File: src/rtl/irtx_pkg.sv
// Shared constants for the infrared transmitter and learning receiver block
package irtx_pkg;

  // Register byte offsets
  localparam logic [7:0] CTRL_OFS      = 8'h00;
  localparam logic [7:0] CARRIER_OFS   = 8'h04;
  localparam logic [7:0] DESC_OFS      = 8'h08;
  localparam logic [7:0] STATUS_OFS    = 8'h0C;
  localparam logic [7:0] MASK_OFS      = 8'h10;
  localparam logic [7:0] LEARN_OFS     = 8'h14;
  localparam logic [7:0] LCARRIER_OFS  = 8'h18;
  localparam logic [7:0] LEVEL_OFS     = 8'h1C;

  // Control register fields
  localparam int CTRL_PLAY_BIT  = 0;
  localparam int CTRL_SRC_LSB   = 1;
  localparam int CTRL_MOD_BIT   = 3;
  localparam int CTRL_SOFT_BIT  = 4;
  localparam int CTRL_LEARN_BIT = 5;
  localparam int CTRL_LMOD_BIT  = 6;
  localparam logic [6:0] CTRL_RESET = 7'h00;

  // Carrier half period in clock cycles
  localparam logic [15:0] CARRIER_RESET = 16'h0064;

  // Descriptor fields: level on top, duration in microseconds below
  localparam int DESC_LEVEL_BIT = 15;
  localparam int DUR_W          = 15;
  localparam logic [DUR_W-1:0] DUR_MAX = 15'h7FFF;

  // Sticky status bits
  localparam int ST_UNDERRUN = 0;
  localparam int ST_OVERFLOW = 1;
  localparam int ST_LEARNED  = 2;
  localparam int ST_LOST     = 3;
  localparam int ST_W        = 4;

  // AXI responses
  localparam logic [1:0] RESP_OKAY   = 2'h0;
  localparam logic [1:0] RESP_SLVERR = 2'h2;

  // Timing: clock rate, microsecond tick, learning carrier window
  localparam int CLK_HZ          = 200_000_000;
  localparam int TICK_US         = 1;
  localparam int TICK_CYCLES     = CLK_HZ / 1_000_000 * TICK_US;
  localparam int CARRIER_MIN_HZ  = 10_000;
  localparam int CARRIER_MAX_HZ  = 500_000;
  localparam int CAR_PER_MAX     = CLK_HZ / CARRIER_MIN_HZ;
  localparam int CAR_PER_MIN     = (CLK_HZ + CARRIER_MAX_HZ - 1) / CARRIER_MAX_HZ;
  localparam int CAR_HOLD_CYCLES = 2 * CAR_PER_MAX;

  // Source of the on/off pattern
  typedef enum logic [1:0] {
    SRC_FIFO = 2'h0,
    SRC_BIT  = 2'h1,
    SRC_UART = 2'h2
  } source_type;

endpackage : irtx_pkg

File: src/rtl/infrared_tx_and_learning.sv
// Infrared transmitter with descriptor FIFO, carrier, and learning receiver
`timescale 1ns/1ps
`default_nettype none

// Summary of operation
// - Output is either carrier modulated or plain on/off, set by a control bit.
// - With modulation on, carrier is gated onto every on interval of output.
// - On/off source is descriptor FIFO, a software bit, or UART serial output.
// - Descriptor holds a level and a 1 to 32767 microsecond duration.
// - Descriptors are queued in a FIFO and played back to back without gaps.
// - Learning receiver accepts modulated and unmodulated input, reports activity.
// - Modulated input carriers from 10 kHz up to 500 kHz are detected, measured.
// - Length of each present and each absent interval is measured and reported.
module infrared_tx_and_learning #(
  parameter int FIFO_DEPTH      = 8,
  parameter int CAR_HOLD        = irtx_pkg::CAR_HOLD_CYCLES
) (
  input  wire logic        mclk_i,
  input  wire logic        sys_rst_i,
  input  wire logic [7:0]  s_axi_awaddr_i,
  input  wire logic        s_axi_awvalid_i,
  output logic             s_axi_awready_o,
  input  wire logic [31:0] s_axi_wdata_i,
  input  wire logic [3:0]  s_axi_wstrb_i,
  input  wire logic        s_axi_wvalid_i,
  output logic             s_axi_wready_o,
  output logic [1:0]       s_axi_bresp_o,
  output logic             s_axi_bvalid_o,
  input  wire logic        s_axi_bready_i,
  input  wire logic [7:0]  s_axi_araddr_i,
  input  wire logic        s_axi_arvalid_i,
  output logic             s_axi_arready_o,
  output logic [31:0]      s_axi_rdata_o,
  output logic [1:0]       s_axi_rresp_o,
  output logic             s_axi_rvalid_o,
  input  wire logic        s_axi_rready_i,
  input  wire logic        uart_txd_i,
  input  wire logic        infrared_learning_receiver_pin_i,
  output logic             infrared_transmitter_pin_o,
  output logic             irq_o
);
  import irtx_pkg::*;

  localparam int AW = $clog2(FIFO_DEPTH);

  // Register file and bus handshake state
  logic [6:0]       ctrl_q;
  logic [15:0]      car_half_q;
  logic [ST_W-1:0]  status_q, status_d, mask_q;
  logic             awready_q, wready_q, bvalid_q, arready_q, rvalid_q;
  logic [1:0]       bresp_q, rresp_q;
  logic [31:0]      rdata_q;
  logic [7:0]       awaddr_q;
  logic [31:0]      wdata_q;
  logic [3:0]       wstrb_q;
  logic             irq_q;

  // Descriptor FIFO, flip-flop storage addressed by index
  logic [15:0]      fifo_mem_q [FIFO_DEPTH];
  logic [AW-1:0]    wr_ptr_q, rd_ptr_q;
  logic [AW:0]      count_q;

  // Playback and output state
  typedef enum logic {PB_IDLE, PB_PLAY} pb_state_type;
  pb_state_type     pb_q;
  logic [DUR_W-1:0] remain_q;
  logic             pb_level_q;
  logic [7:0]       tick_cnt_q;
  logic [15:0]      car_cnt_q;
  logic             carrier_q;
  logic             tx_q;

  // Learning state
  logic             rx_meta_q, rx_sync_q, rx_prev_q;
  logic [15:0]      per_cnt_q;
  logic [15:0]      lcar_q;
  logic [$clog2(CAR_HOLD+1)-1:0] hold_q;
  logic             present_q;
  logic [DUR_W-1:0] len_q;
  logic [15:0]      learn_q;

  // Saturating increment for the learning interval counter
  function automatic logic [DUR_W-1:0] sat_inc(input logic [DUR_W-1:0] v);
    sat_inc = (v == DUR_MAX) ? v : DUR_W'(v + 1'b1);
  endfunction : sat_inc

  // Bus decode and access strobes
  wire wr_go     = !awready_q && !wready_q && !bvalid_q;
  wire wr_ctrl   = wr_go && awaddr_q == CTRL_OFS;
  wire wr_car    = wr_go && awaddr_q == CARRIER_OFS;
  wire wr_desc   = wr_go && awaddr_q == DESC_OFS && wstrb_q[1:0] == 2'h3;
  wire wr_status = wr_go && awaddr_q == STATUS_OFS;
  wire wr_mask   = wr_go && awaddr_q == MASK_OFS;
  wire wr_ok     = awaddr_q == CTRL_OFS || awaddr_q == CARRIER_OFS ||
                   awaddr_q == DESC_OFS || awaddr_q == STATUS_OFS ||
                   awaddr_q == MASK_OFS;
  wire ar_hs     = s_axi_arvalid_i && arready_q;
  wire rd_ok     = s_axi_araddr_i[7:5] == 3'h0 && s_axi_araddr_i[1:0] == 2'h0;

  // Read data selection; unmapped addresses read zero with an error
  logic [31:0] rd_mux;
  always_comb begin
    unique case (s_axi_araddr_i)
      CTRL_OFS:     rd_mux = {25'h0, ctrl_q};
      CARRIER_OFS:  rd_mux = {16'h0, car_half_q};
      DESC_OFS:     rd_mux = 32'h0;
      STATUS_OFS:   rd_mux = {28'h0, status_q};
      MASK_OFS:     rd_mux = {28'h0, mask_q};
      LEARN_OFS:    rd_mux = {16'h0, learn_q};
      LCARRIER_OFS: rd_mux = {16'h0, lcar_q};
      LEVEL_OFS:    rd_mux = {{(31-AW){1'b0}}, count_q};
      default:      rd_mux = 32'h0;
    endcase
  end

  // Control field decode
  source_type src;
  assign src = source_type'(ctrl_q[CTRL_SRC_LSB +: 2]);
  wire  play_en   = ctrl_q[CTRL_PLAY_BIT];
  wire  mod_en    = ctrl_q[CTRL_MOD_BIT];
  wire  learn_en  = ctrl_q[CTRL_LEARN_BIT];
  wire  learn_mod = ctrl_q[CTRL_LMOD_BIT];

  // FIFO flags; a full FIFO drops the write and flags overflow
  wire fifo_empty = count_q == '0;
  wire fifo_full  = count_q == (AW+1)'(FIFO_DEPTH);
  wire push       = wr_desc && !fifo_full;
  wire tick       = tick_cnt_q == 8'(TICK_CYCLES - 1);
  wire need_next  = tick && (pb_q == PB_IDLE || remain_q == DUR_W'(1));
  wire pop        = play_en && src == SRC_FIFO && need_next && !fifo_empty;
  wire [15:0] head = fifo_mem_q[rd_ptr_q];
  // A zero duration would wrap and last 32768 ticks, so it plays as one tick
  wire [DUR_W-1:0] head_dur = (head[DUR_W-1:0] == '0) ? DUR_W'(1)
                                                      : head[DUR_W-1:0];
  wire underrun  = play_en && src == SRC_FIFO && pb_q == PB_PLAY &&
                   tick && remain_q == DUR_W'(1) && fifo_empty;

  // Selected on/off level before the carrier is applied
  logic src_on;
  always_comb begin
    unique case (src)
      SRC_FIFO: src_on = pb_q == PB_PLAY && pb_level_q;
      SRC_BIT:  src_on = ctrl_q[CTRL_SOFT_BIT];
      SRC_UART: src_on = !uart_txd_i;  // Idle-high line means emitter off
      default:  src_on = 1'b0;
    endcase
  end
  wire tx_d = play_en && src_on && (!mod_en || carrier_q);

  // Learning: carrier edge detect on the synchronised pin
  wire rx_rise    = rx_sync_q && !rx_prev_q;
  wire per_in_rng = per_cnt_q >= 16'(CAR_PER_MIN) &&
                    per_cnt_q <= 16'(CAR_PER_MAX);
  wire present_d  = learn_mod ? (hold_q != '0) : rx_sync_q;
  wire edge_seen  = learn_en && present_d != present_q;

  // Sticky status: a hardware set wins over a same-cycle write-one clear
  wire [ST_W-1:0] st_set = {edge_seen && status_q[ST_LEARNED],
                            edge_seen,
                            wr_desc && fifo_full,
                            underrun};
  wire [ST_W-1:0] st_clr = wr_status ? wdata_q[ST_W-1:0] : '0;
  assign status_d = (status_q & ~st_clr) | st_set;

  // Write address and data channels, taken in either order
  always_ff @(posedge mclk_i) begin
    if (sys_rst_i) begin
      awready_q <= 1'b1;
      wready_q  <= 1'b1;
      bvalid_q  <= 1'b0;
      bresp_q   <= RESP_OKAY;
      awaddr_q  <= 8'h00;
      wdata_q   <= 32'h0;
      wstrb_q   <= 4'h0;
    end else begin
      if (s_axi_awvalid_i && awready_q) begin
        awaddr_q  <= s_axi_awaddr_i;
        awready_q <= 1'b0;
      end
      if (s_axi_wvalid_i && wready_q) begin
        wdata_q  <= s_axi_wdata_i;
        wstrb_q  <= s_axi_wstrb_i;
        wready_q <= 1'b0;
      end
      if (wr_go) begin
        bvalid_q <= 1'b1;
        bresp_q  <= wr_ok ? RESP_OKAY : RESP_SLVERR;
      end else if (bvalid_q && s_axi_bready_i) begin
        bvalid_q  <= 1'b0;
        awready_q <= 1'b1;
        wready_q  <= 1'b1;
      end
    end
  end

  // Read channel, one read in flight
  always_ff @(posedge mclk_i) begin
    if (sys_rst_i) begin
      arready_q <= 1'b1;
      rvalid_q  <= 1'b0;
      rdata_q   <= 32'h0;
      rresp_q   <= RESP_OKAY;
    end else if (ar_hs) begin
      arready_q <= 1'b0;
      rvalid_q  <= 1'b1;
      rdata_q   <= rd_ok ? rd_mux : 32'h0;
      rresp_q   <= rd_ok ? RESP_OKAY : RESP_SLVERR;
    end else if (rvalid_q && s_axi_rready_i) begin
      rvalid_q  <= 1'b0;
      arready_q <= 1'b1;
    end
  end

  // Software registers and interrupt
  always_ff @(posedge mclk_i) begin
    if (sys_rst_i) begin
      ctrl_q     <= CTRL_RESET;
      car_half_q <= CARRIER_RESET;
      mask_q     <= '0;
      status_q   <= '0;
      irq_q      <= 1'b0;
    end else begin
      if (wr_ctrl && wstrb_q[0]) ctrl_q <= wdata_q[6:0];
      if (wr_car) car_half_q <= wdata_q[15:0];
      if (wr_mask) mask_q <= wdata_q[ST_W-1:0];
      status_q <= status_d;
      irq_q    <= |(status_d & mask_q);
    end
  end

  // Descriptor FIFO storage and pointers
  always_ff @(posedge mclk_i) begin
    if (sys_rst_i) begin
      wr_ptr_q <= '0;
      rd_ptr_q <= '0;
      count_q  <= '0;
    end else begin
      if (push) begin
        fifo_mem_q[wr_ptr_q] <= wdata_q[15:0];
        wr_ptr_q <= (wr_ptr_q == AW'(FIFO_DEPTH - 1)) ? '0
                                                      : AW'(wr_ptr_q + 1'b1);
      end
      if (pop) begin
        rd_ptr_q <= (rd_ptr_q == AW'(FIFO_DEPTH - 1)) ? '0
                                                      : AW'(rd_ptr_q + 1'b1);
      end
      count_q <= (AW+1)'(count_q + push - pop);
    end
  end

  // Microsecond tick shared by playback and learning
  always_ff @(posedge mclk_i) begin
    if (sys_rst_i) tick_cnt_q <= 8'h00;
    else           tick_cnt_q <= tick ? 8'h00 : 8'(tick_cnt_q + 1'b1);
  end

  // Playback: next descriptor loads on the tick that ends the current one,
  // so consecutive descriptors meet without a gap
  always_ff @(posedge mclk_i) begin
    if (sys_rst_i) begin
      pb_q       <= PB_IDLE;
      remain_q   <= '0;
      pb_level_q <= 1'b0;
    end else if (!play_en || src != SRC_FIFO) begin
      pb_q       <= PB_IDLE;
      pb_level_q <= 1'b0;
    end else if (pop) begin
      pb_q       <= PB_PLAY;
      remain_q   <= head_dur;
      pb_level_q <= head[DESC_LEVEL_BIT];
    end else if (underrun) begin
      pb_q       <= PB_IDLE;
      pb_level_q <= 1'b0;
    end else if (pb_q == PB_PLAY && tick) begin
      remain_q <= DUR_W'(remain_q - 1'b1);
    end
  end

  // Carrier generator: toggles every half period; zero acts as one
  always_ff @(posedge mclk_i) begin
    if (sys_rst_i) begin
      car_cnt_q <= 16'h0000;
      carrier_q <= 1'b0;
      tx_q      <= 1'b0;
    end else begin
      if (car_cnt_q + 16'h0001 >= car_half_q) begin
        car_cnt_q <= 16'h0000;
        carrier_q <= !carrier_q;
      end else begin
        car_cnt_q <= car_cnt_q + 16'h0001;
      end
      tx_q <= tx_d;
    end
  end

  // Receive pin synchroniser; the second stage feeds logic, and the third stage delays it for edge detect
  always_ff @(posedge mclk_i) begin
    if (sys_rst_i) begin
      rx_meta_q <= 1'b0;
      rx_sync_q <= 1'b0;
      rx_prev_q <= 1'b0;
    end else begin
      rx_meta_q <= infrared_learning_receiver_pin_i;
      rx_sync_q <= rx_meta_q;
      rx_prev_q <= rx_sync_q;
    end
  end

  // Carrier measurement: period between rising edges, kept when in band;
  // presence holds for two of the slowest periods after an in-band edge
  always_ff @(posedge mclk_i) begin
    if (sys_rst_i) begin
      per_cnt_q <= 16'h0000;
      lcar_q    <= 16'h0000;
      hold_q    <= '0;
    end else begin
      if (rx_rise) begin
        per_cnt_q <= 16'h0001;
        if (per_in_rng) begin
          lcar_q <= per_cnt_q;
          hold_q <= ($bits(hold_q))'(CAR_HOLD);
        end
      end else begin
        if (per_cnt_q != 16'hFFFF) per_cnt_q <= per_cnt_q + 16'h0001;
        if (hold_q != '0) hold_q <= hold_q - 1'b1;
      end
    end
  end

  // Interval measurement: each present or absent span in microseconds.
  // Result holds the level of the span just ended and its length.
  always_ff @(posedge mclk_i) begin
    if (sys_rst_i) begin
      present_q <= 1'b0;
      len_q     <= '0;
      learn_q   <= 16'h0000;
    end else if (!learn_en) begin
      present_q <= present_d;
      len_q     <= '0;
    end else if (edge_seen) begin
      present_q <= present_d;
      learn_q   <= {present_q, len_q};
      len_q     <= '0;
    end else if (tick) begin
      len_q <= sat_inc(len_q);
    end
  end

  // Outputs straight from flip-flops
  assign s_axi_awready_o = awready_q;
  assign s_axi_wready_o  = wready_q;
  assign s_axi_bvalid_o  = bvalid_q;
  assign s_axi_bresp_o   = bresp_q;
  assign s_axi_arready_o = arready_q;
  assign s_axi_rvalid_o  = rvalid_q;
  assign s_axi_rdata_o   = rdata_q;
  assign s_axi_rresp_o   = rresp_q;
  assign infrared_transmitter_pin_o     = tx_q;
  assign irq_o           = irq_q;

endmodule : infrared_tx_and_learning

`default_nettype wire

File: config.mk
export PLATFORM = sky130hd
export DESIGN_NAME = infrared_tx_and_learning
export DESIGN_NICKNAME = d
export VERILOG_FILES = /design/src/rtl/irtx_pkg.sv /design/src/rtl/infrared_tx_and_learning.sv
export SDC_FILE = /design/constraint.sdc
export NUM_CORES = 1
export LEC_CHECK = 0
export BUFFER_PORTS_ARGS = -buffer_cell sky130_fd_sc_hd__buf_2
export CORE_MARGIN = 1
export CORE_UTILIZATION = 45
export DETAILED_ROUTE_END_ITERATION = 16
export PLACE_DENSITY_LB_ADDON = 0.12
export SYNTH_ARGS = -nofsm -noshare
export SYNTH_HDL_FRONTEND = slang
export SYNTH_SLANG_ARGS = --single-unit
File: constraint.sdc
create_clock -name mclk_i -period 5.17 [get_ports mclk_i]
set_clock_uncertainty 0.2 [all_clocks]
set_input_delay 0.2585 -clock mclk_i [delete_from_list [all_inputs] [get_ports mclk_i]]
set_output_delay 0.2585 -clock mclk_i [all_outputs]
set_load 0.01 [all_outputs]
Yosys cells after proc, flatten, opt, wreduce, memory -nomap -nowiden
Memory sizes are Yosys's and may differ from the RTL's. A register that Yosys moved wholly into a read port is not among the register bits.
Cells that the tools add are included.
- add/subtract/negate cells: 10
- magnitude comparators: 3
- equality and inequality tests: 24
- mux-type cells: 40
- bitwise logic cells: 8
- reductions and logical operators: 76
- operators with widths (cell ; count):
    case mux 16 bit (7 select lines) ; 1
    two-way mux 15 bit ; 4
    two-way mux 16 bit ; 3
    equality test 8 x 5 -> 1 bit (second input constant) ; 5
    logical AND 1 bit ; 33
    adder 16 x 1 -> 16 bit (second input constant) ; 2
    two-way mux 32 bit ; 1
    equality test 8 x 4 -> 1 bit (second input constant) ; 3
    two-way mux 1 bit ; 23
    equality test 8 x 3 -> 1 bit (second input constant) ; 2
    greater-or-equal comparator 16 bit ; 1
    greater-or-equal comparator 16 x 9 -> 1 bit (second input constant) ; 1
    <= comparator 16 x 15 -> 1 bit (second input constant) ; 1
    zero test 8 bit ; 2
    inequality test 16 bit (second input constant) ; 1
    nonzero test 16 bit ; 1
    subtractor 16 x 1 -> 16 bit (second input constant) ; 1
    adder 15 x 1 -> 15 bit (second input constant) ; 1
    equality test 15 x 1 -> 1 bit (second input constant) ; 1
    equality test 15 bit (second input constant) ; 1
    zero test 15 bit ; 1
    subtractor 15 x 1 -> 15 bit (second input constant) ; 1
    nonzero test 2 bit ; 7
    two-way mux 3 bit ; 4
    29 further kinds ; 60
- register bits after elaboration: 235
- RAM bits: 128
- input bits: 61
- output and inout port bits: 43
- logic and storage cells: 198
- memories kept: 1
- memory list (name ; depth ; width ; rd ports ; clocked after memory_dff ; write ports ; line ; RTL):
    fifo_mem_q ; 8 ; 16 ; 1 ; 1 ; 1 ; infrared_tx_and_learning.sv:59 ; logic [15:0] fifo_mem_q [FIFO_DEPTH];

Logic depth before layout (Yosys ltp)
- word-level depth: 10
- mapped depth: 14
- mapped depth without buffers: 14

Least setup slack after synthesis
No wires, ideal clock.
- kind: reg2reg
- start point: reg bvalid_q (netlist: s_axi_bvalid_o)
- end point: mem fifo_mem_q[2][0], enable pin
- data arrival time: 3228 ps
- path slack: 1332 ps
- cell stages (with the launch flop): 9
- buffers on the path: 1
- clock period less this slack: 3838 ps
- path through: dfxtp_1 > or3_1 > nor4_1 > and3b_1 > nand4_1 > nand2b_1 > clkbuf_1 > or3b_2 > nor3_1
- cells in the longest elaborated chain, start to end: 8
- ends and longest elaborated chain (item ; line ; RTL):
    from (decl) ; infrared_tx_and_learning.sv:50 ; logic awready_q, wready_q, bvalid_q, arready_q, rvalid_q;
    from (signal assigned) ; infrared_tx_and_learning.sv:170 ; bvalid_q <= 1'b0;
    from (signal assigned) ; infrared_tx_and_learning.sv:186 ; bvalid_q <= 1'b1;
    from (signal assigned) ; infrared_tx_and_learning.sv:189 ; bvalid_q <= 1'b0;
    zero test 1 bit ; infrared_tx_and_learning.sv:88 ; wire wr_go = !awready_q && !wready_q && !bvalid_q;
    logical AND 1 bit ; infrared_tx_and_learning.sv:88 ;
    logical AND 1 bit (2 in series) ; infrared_tx_and_learning.sv:91 ; wire wr_desc = wr_go && awaddr_q == DESC_OFS && wstrb_q[1:0] == 2'h3;
    logical AND 1 bit ; infrared_tx_and_learning.sv:127 ; wire push = wr_desc && !fifo_full;
    two-way mux 1 bit ; infrared_tx_and_learning.sv:238 ; if (push) begin
    two-way mux 1 bit ; infrared_tx_and_learning.sv:233 ; if (sys_rst_i) begin
    two-way mux 1 bit (not written as such) ; infrared_tx_and_learning.sv:239 ; fifo_mem_q[wr_ptr_q] <= wdata_q[15:0];
    to (decl) ; infrared_tx_and_learning.sv:59 ;
Every way passes these cells.

Worst setup path after layout
- start point: reg car_cnt_q[2]
- end point: reg carrier_q
- cells in the longest elaborated chain, start to end: 2
- ends and longest elaborated chain (item ; line ; RTL):
    from (decl) ; infrared_tx_and_learning.sv:69 ; logic [15:0] car_cnt_q;
    from (signal assigned) ; infrared_tx_and_learning.sv:290 ; car_cnt_q <= car_cnt_q + 16'h0001;
    adder 16 x 1 -> 16 bit ; infrared_tx_and_learning.sv:286 ; if (car_cnt_q + 16'h0001 >= car_half_q) begin
    greater-or-equal comparator 16 bit ; infrared_tx_and_learning.sv:286 ;
    to (signal assigned) ; infrared_tx_and_learning.sv:288 ; carrier_q <= !carrier_q;
    to (decl) ; infrared_tx_and_learning.sv:70 ; logic carrier_q;
Every way passes these cells.
A chain may end at the register's enable or synchronous reset.

==> results by group <==
Route
  – DRC viols: 0
  – WL final: roughly 36,000 µm
  – Vias per inst: between 5 and 6
  – Iteration-0 DRC Markers: about 600
  – First-pass detailed-route iteration total: 6
  – DR WL/cell: 18.1 µm
  – Via Count: between 10,000 and 15,000
  – Final ANT Viol Nets: 0

Setup path
  – Worst EP required: between 5 and 6 ns
  – Setup crit end kind: flop
  – Data arrival, critical path: about 3.9 ns
  – Worst r2r src: car_cnt_q[2]
  – Largest driver fanout on the critical path: 8
  – Element type at the critical path start: flop
  – FF-to-FF path depth: 15
  – R2R Setup Slk: 1.45 ns
  – Reg2reg end: carrier_q
  – CP Class: flop to flop

Final layout
  – Layout area overhead: 17.4%
  – Most flops, register: fifo_mem_q
  – Commonest non-fill, non-tap cell in the layout: dfxtp_1
  – Filler Cell Count: around 3,000
  – Antenna fix cells: 0
  – Finished Core Util: 0.538
  – Max reg flops: approximately 130
  – FF/Latch Area: between 8000 and 9000 µm²
  – Share of layout cells above drive strength 1: 0.126
  – Commonest non-fill, non-tap cells in the layout: dfxtp_1, nor2_1, edfxtp_1, nand2_1, a21oi_1
  – Multi-input logic area: ~6200 µm²
  – Layout Nets: roughly 1,600

Worst hold path
  – Hold path endpoint: s_axi_rresp_o[1]
  – Hold Crit Depth: 4
  – Min-Delay Path Class: input port to flop
  – Worst hold path startpoint: s_axi_araddr_i[6]

CTS
  – Clk root buf: clkbuf_16
  – Post-cts sizing count: 0
  – Worst-Skew Late Latency: about 0.55 ns
  – CTS Buffer Depth: 3
  – Total number of H-tree levels: 2
  – Postcts setup bufs: 0
  – Hold Buf Count CTS: 43
  – Sink Count: approximately 350
  – Clk pin slew, worst setup/hold paths: 0.06 ns
  – CTS tree: yes
  – CTS Buf Count: 40

Logic synthesis
  – Synth cell types: 64
  – Syn Area/Cell: around 11 µm²
  – Cell type with the largest total area after synthesis: dfxtp_1
  – Synth area leaders: dfxtp_1, edfxtp_1, mux2i_1
  – Syn Inst Count: 1,406
  – Post-synthesis sequential area ratio: 0.553
  – Ys Warns: 0
  – EDFF count, synth: around 130
  – Post-synth top area share: 0.296
  – Asr flop ratio synth: 0
  – Mapped Area: roughly 15,000 µm²
  – Main synth FF type: dfxtp_1
  – Yosys reg bits: 348

Floorplan
  – Area of the core: 32,500 µm²
  – Die Area: roughly 34,000 µm²
  – FP Rows: 66
  – IO Pins: about 100
  – Chip height: 184 µm
  – Die width: roughly 180 µm
  – Starting Density: 0.458

Timing
  – Max Slew Vio Count: 0
  – Setup Viol. Count Final: 0
  – Rel. slew slack: 0.254
  – Minimum clock period: 3.72 ns
  – FMAX: roughly 0.27 GHz
  – Fin. Hold Viols: 0
  – Worst-margin pin slew: around 1.1 ns
  – Setup TNS: 0 ns
  – Hold WS: 0.0777 ns
  – Crit share post-route: 0.720
  – RSZ-0062 raised after global routing: no

Global routing
  – Number of global-route vias before repair: roughly 10,000
  – Largest net degree at the start of global routing: 56
  – Overflow left after global routing: 0
  – Initial antenna violation count: 0
  – All-Layer GR Usage: 0.219
  – Global-route wire length before repair: 57,500 µm

Power and ir drop
  – Power per cell area: between 300 and 400 nW/µm²
  – Static Leak: between 6 and 7 nW
  – VDD IR max: about 0.24 mV

Placed design
  – Final HPWL DP: 23,800 µm
  – Routability cong.: between 0.8 and 0.9
  – Port Buffers: 67

Run
  – Max Cap Violations: 0

Status
  – Status: finished, final reports clean
==> kinds of logic (layout without fill, tap and decap cells) <==
group / count (synthesis) / after routing / synth area share
buffers and inverters: 115 / 248 / 0.0343
other: 1 / 18 / 0.000252
AND/OR/NAND/NOR: 513 / 513 / 0.164
adder cells (fa/ha/maj): 36 / 36 / 0.0307
flip-flops: 348 / 348 / 0.553
multiplexers: 102 / 102 / 0.0862
XOR/XNOR: 63 / 63 / 0.0370
AO/OA/AOI/OAI: 228 / 228 / 0.0937
==> metal layers <==
metal / global-route usage / share of wire / wire (µm) / up-vias
met5: 0 / 0 / 0 / -
met4: 0.0553 / 0.017 / 632 / 0
met3: 0.0319 / 0.038 / 1390 / 55
met2: 0.373 / 0.48 / 17500 / 203
met1: 0.291 / 0.46 / 16600 / 5161
li1: - / - / - / 5263
==> cell type report <==
cell class                 count  share of cell area
clock buffer                  60              0.0679
clock inverter                14              0.0103
inverter                      40             0.00858
multi-input combinational    960               0.356
sequential                   348               0.471
tap                          442              0.0316
timing repair buffer         134              0.0542
==> metrics by stage <==
stage	setup slack, ns	cells	total power [mW]	area [µm²]
2_1_floorplan	1.33	1423	3.33	15000
3_3_place_gp	1.54	1881	3.43	15700
3_5_place_dp	1.49	1881	3.43	15700
4_1_cts	1.45	1998	6.33	17500
5_1_grt	1.03	1998	6.52	17500
6_report	1.45	1998	6.28	17500
==> power by group <==
group	switching [mW]	leakage (nW)	internal (mW)	total, mW
registers	0.0727	2.96	2.90	2.97
logic	0.240	2.88	0.196	0.436
clock network	1.13	0.672	1.75	2.88
total	1.44	6.52	4.84	6.28
==> synthesized netlist by cell type (19+ instances only) <==
library cell	count
a21oi_1	110
and3_1	30
buf_4	19
clkbuf_1	49
dfxtp_1	220
edfxtp_1	128
ha_1	35
inv_1	40
mux2i_1	80
mux4_2	21
nand2_1	117
nand3_1	37
nor2_1	194
nor3_1	27
o21ai_0	23
xnor2_1	34
xor2_1	29
==> worst max-delay path: stages (launching register included) <==
cell      delay (ns)
dfxtp_1         0.42
nand4_1         0.18
nor2_1          0.26
and4_1          0.28
nand3_1         0.15
nor2_1          0.17
xor2_1          0.22
ha_1            0.28
a21oi_1         0.16
nor2b_1         0.05
o21ai_0         0.16
o211ai_1        0.11
a21oi_1         0.48
buf_4           0.26
xor2_1          0.16
nor2_1          0.05
==> worst max path at each step <==
stage	start	endpoint	slack, ns	cells after the start
global placement	car_cnt_q[2]	carrier_q	1.54	15
floorplan	s_axi_bvalid_o	fifo_mem_q[2][0]	1.33	8
global route	car_cnt_q[2]	carrier_q	1.03	15
finish	car_cnt_q[2]	carrier_q	1.45	15
CTS	car_cnt_q[2]	carrier_q	1.45	15
detailed placement	car_cnt_q[2]	carrier_q	1.49	15
Note: power is estimated with default switching activity, not from simulation.
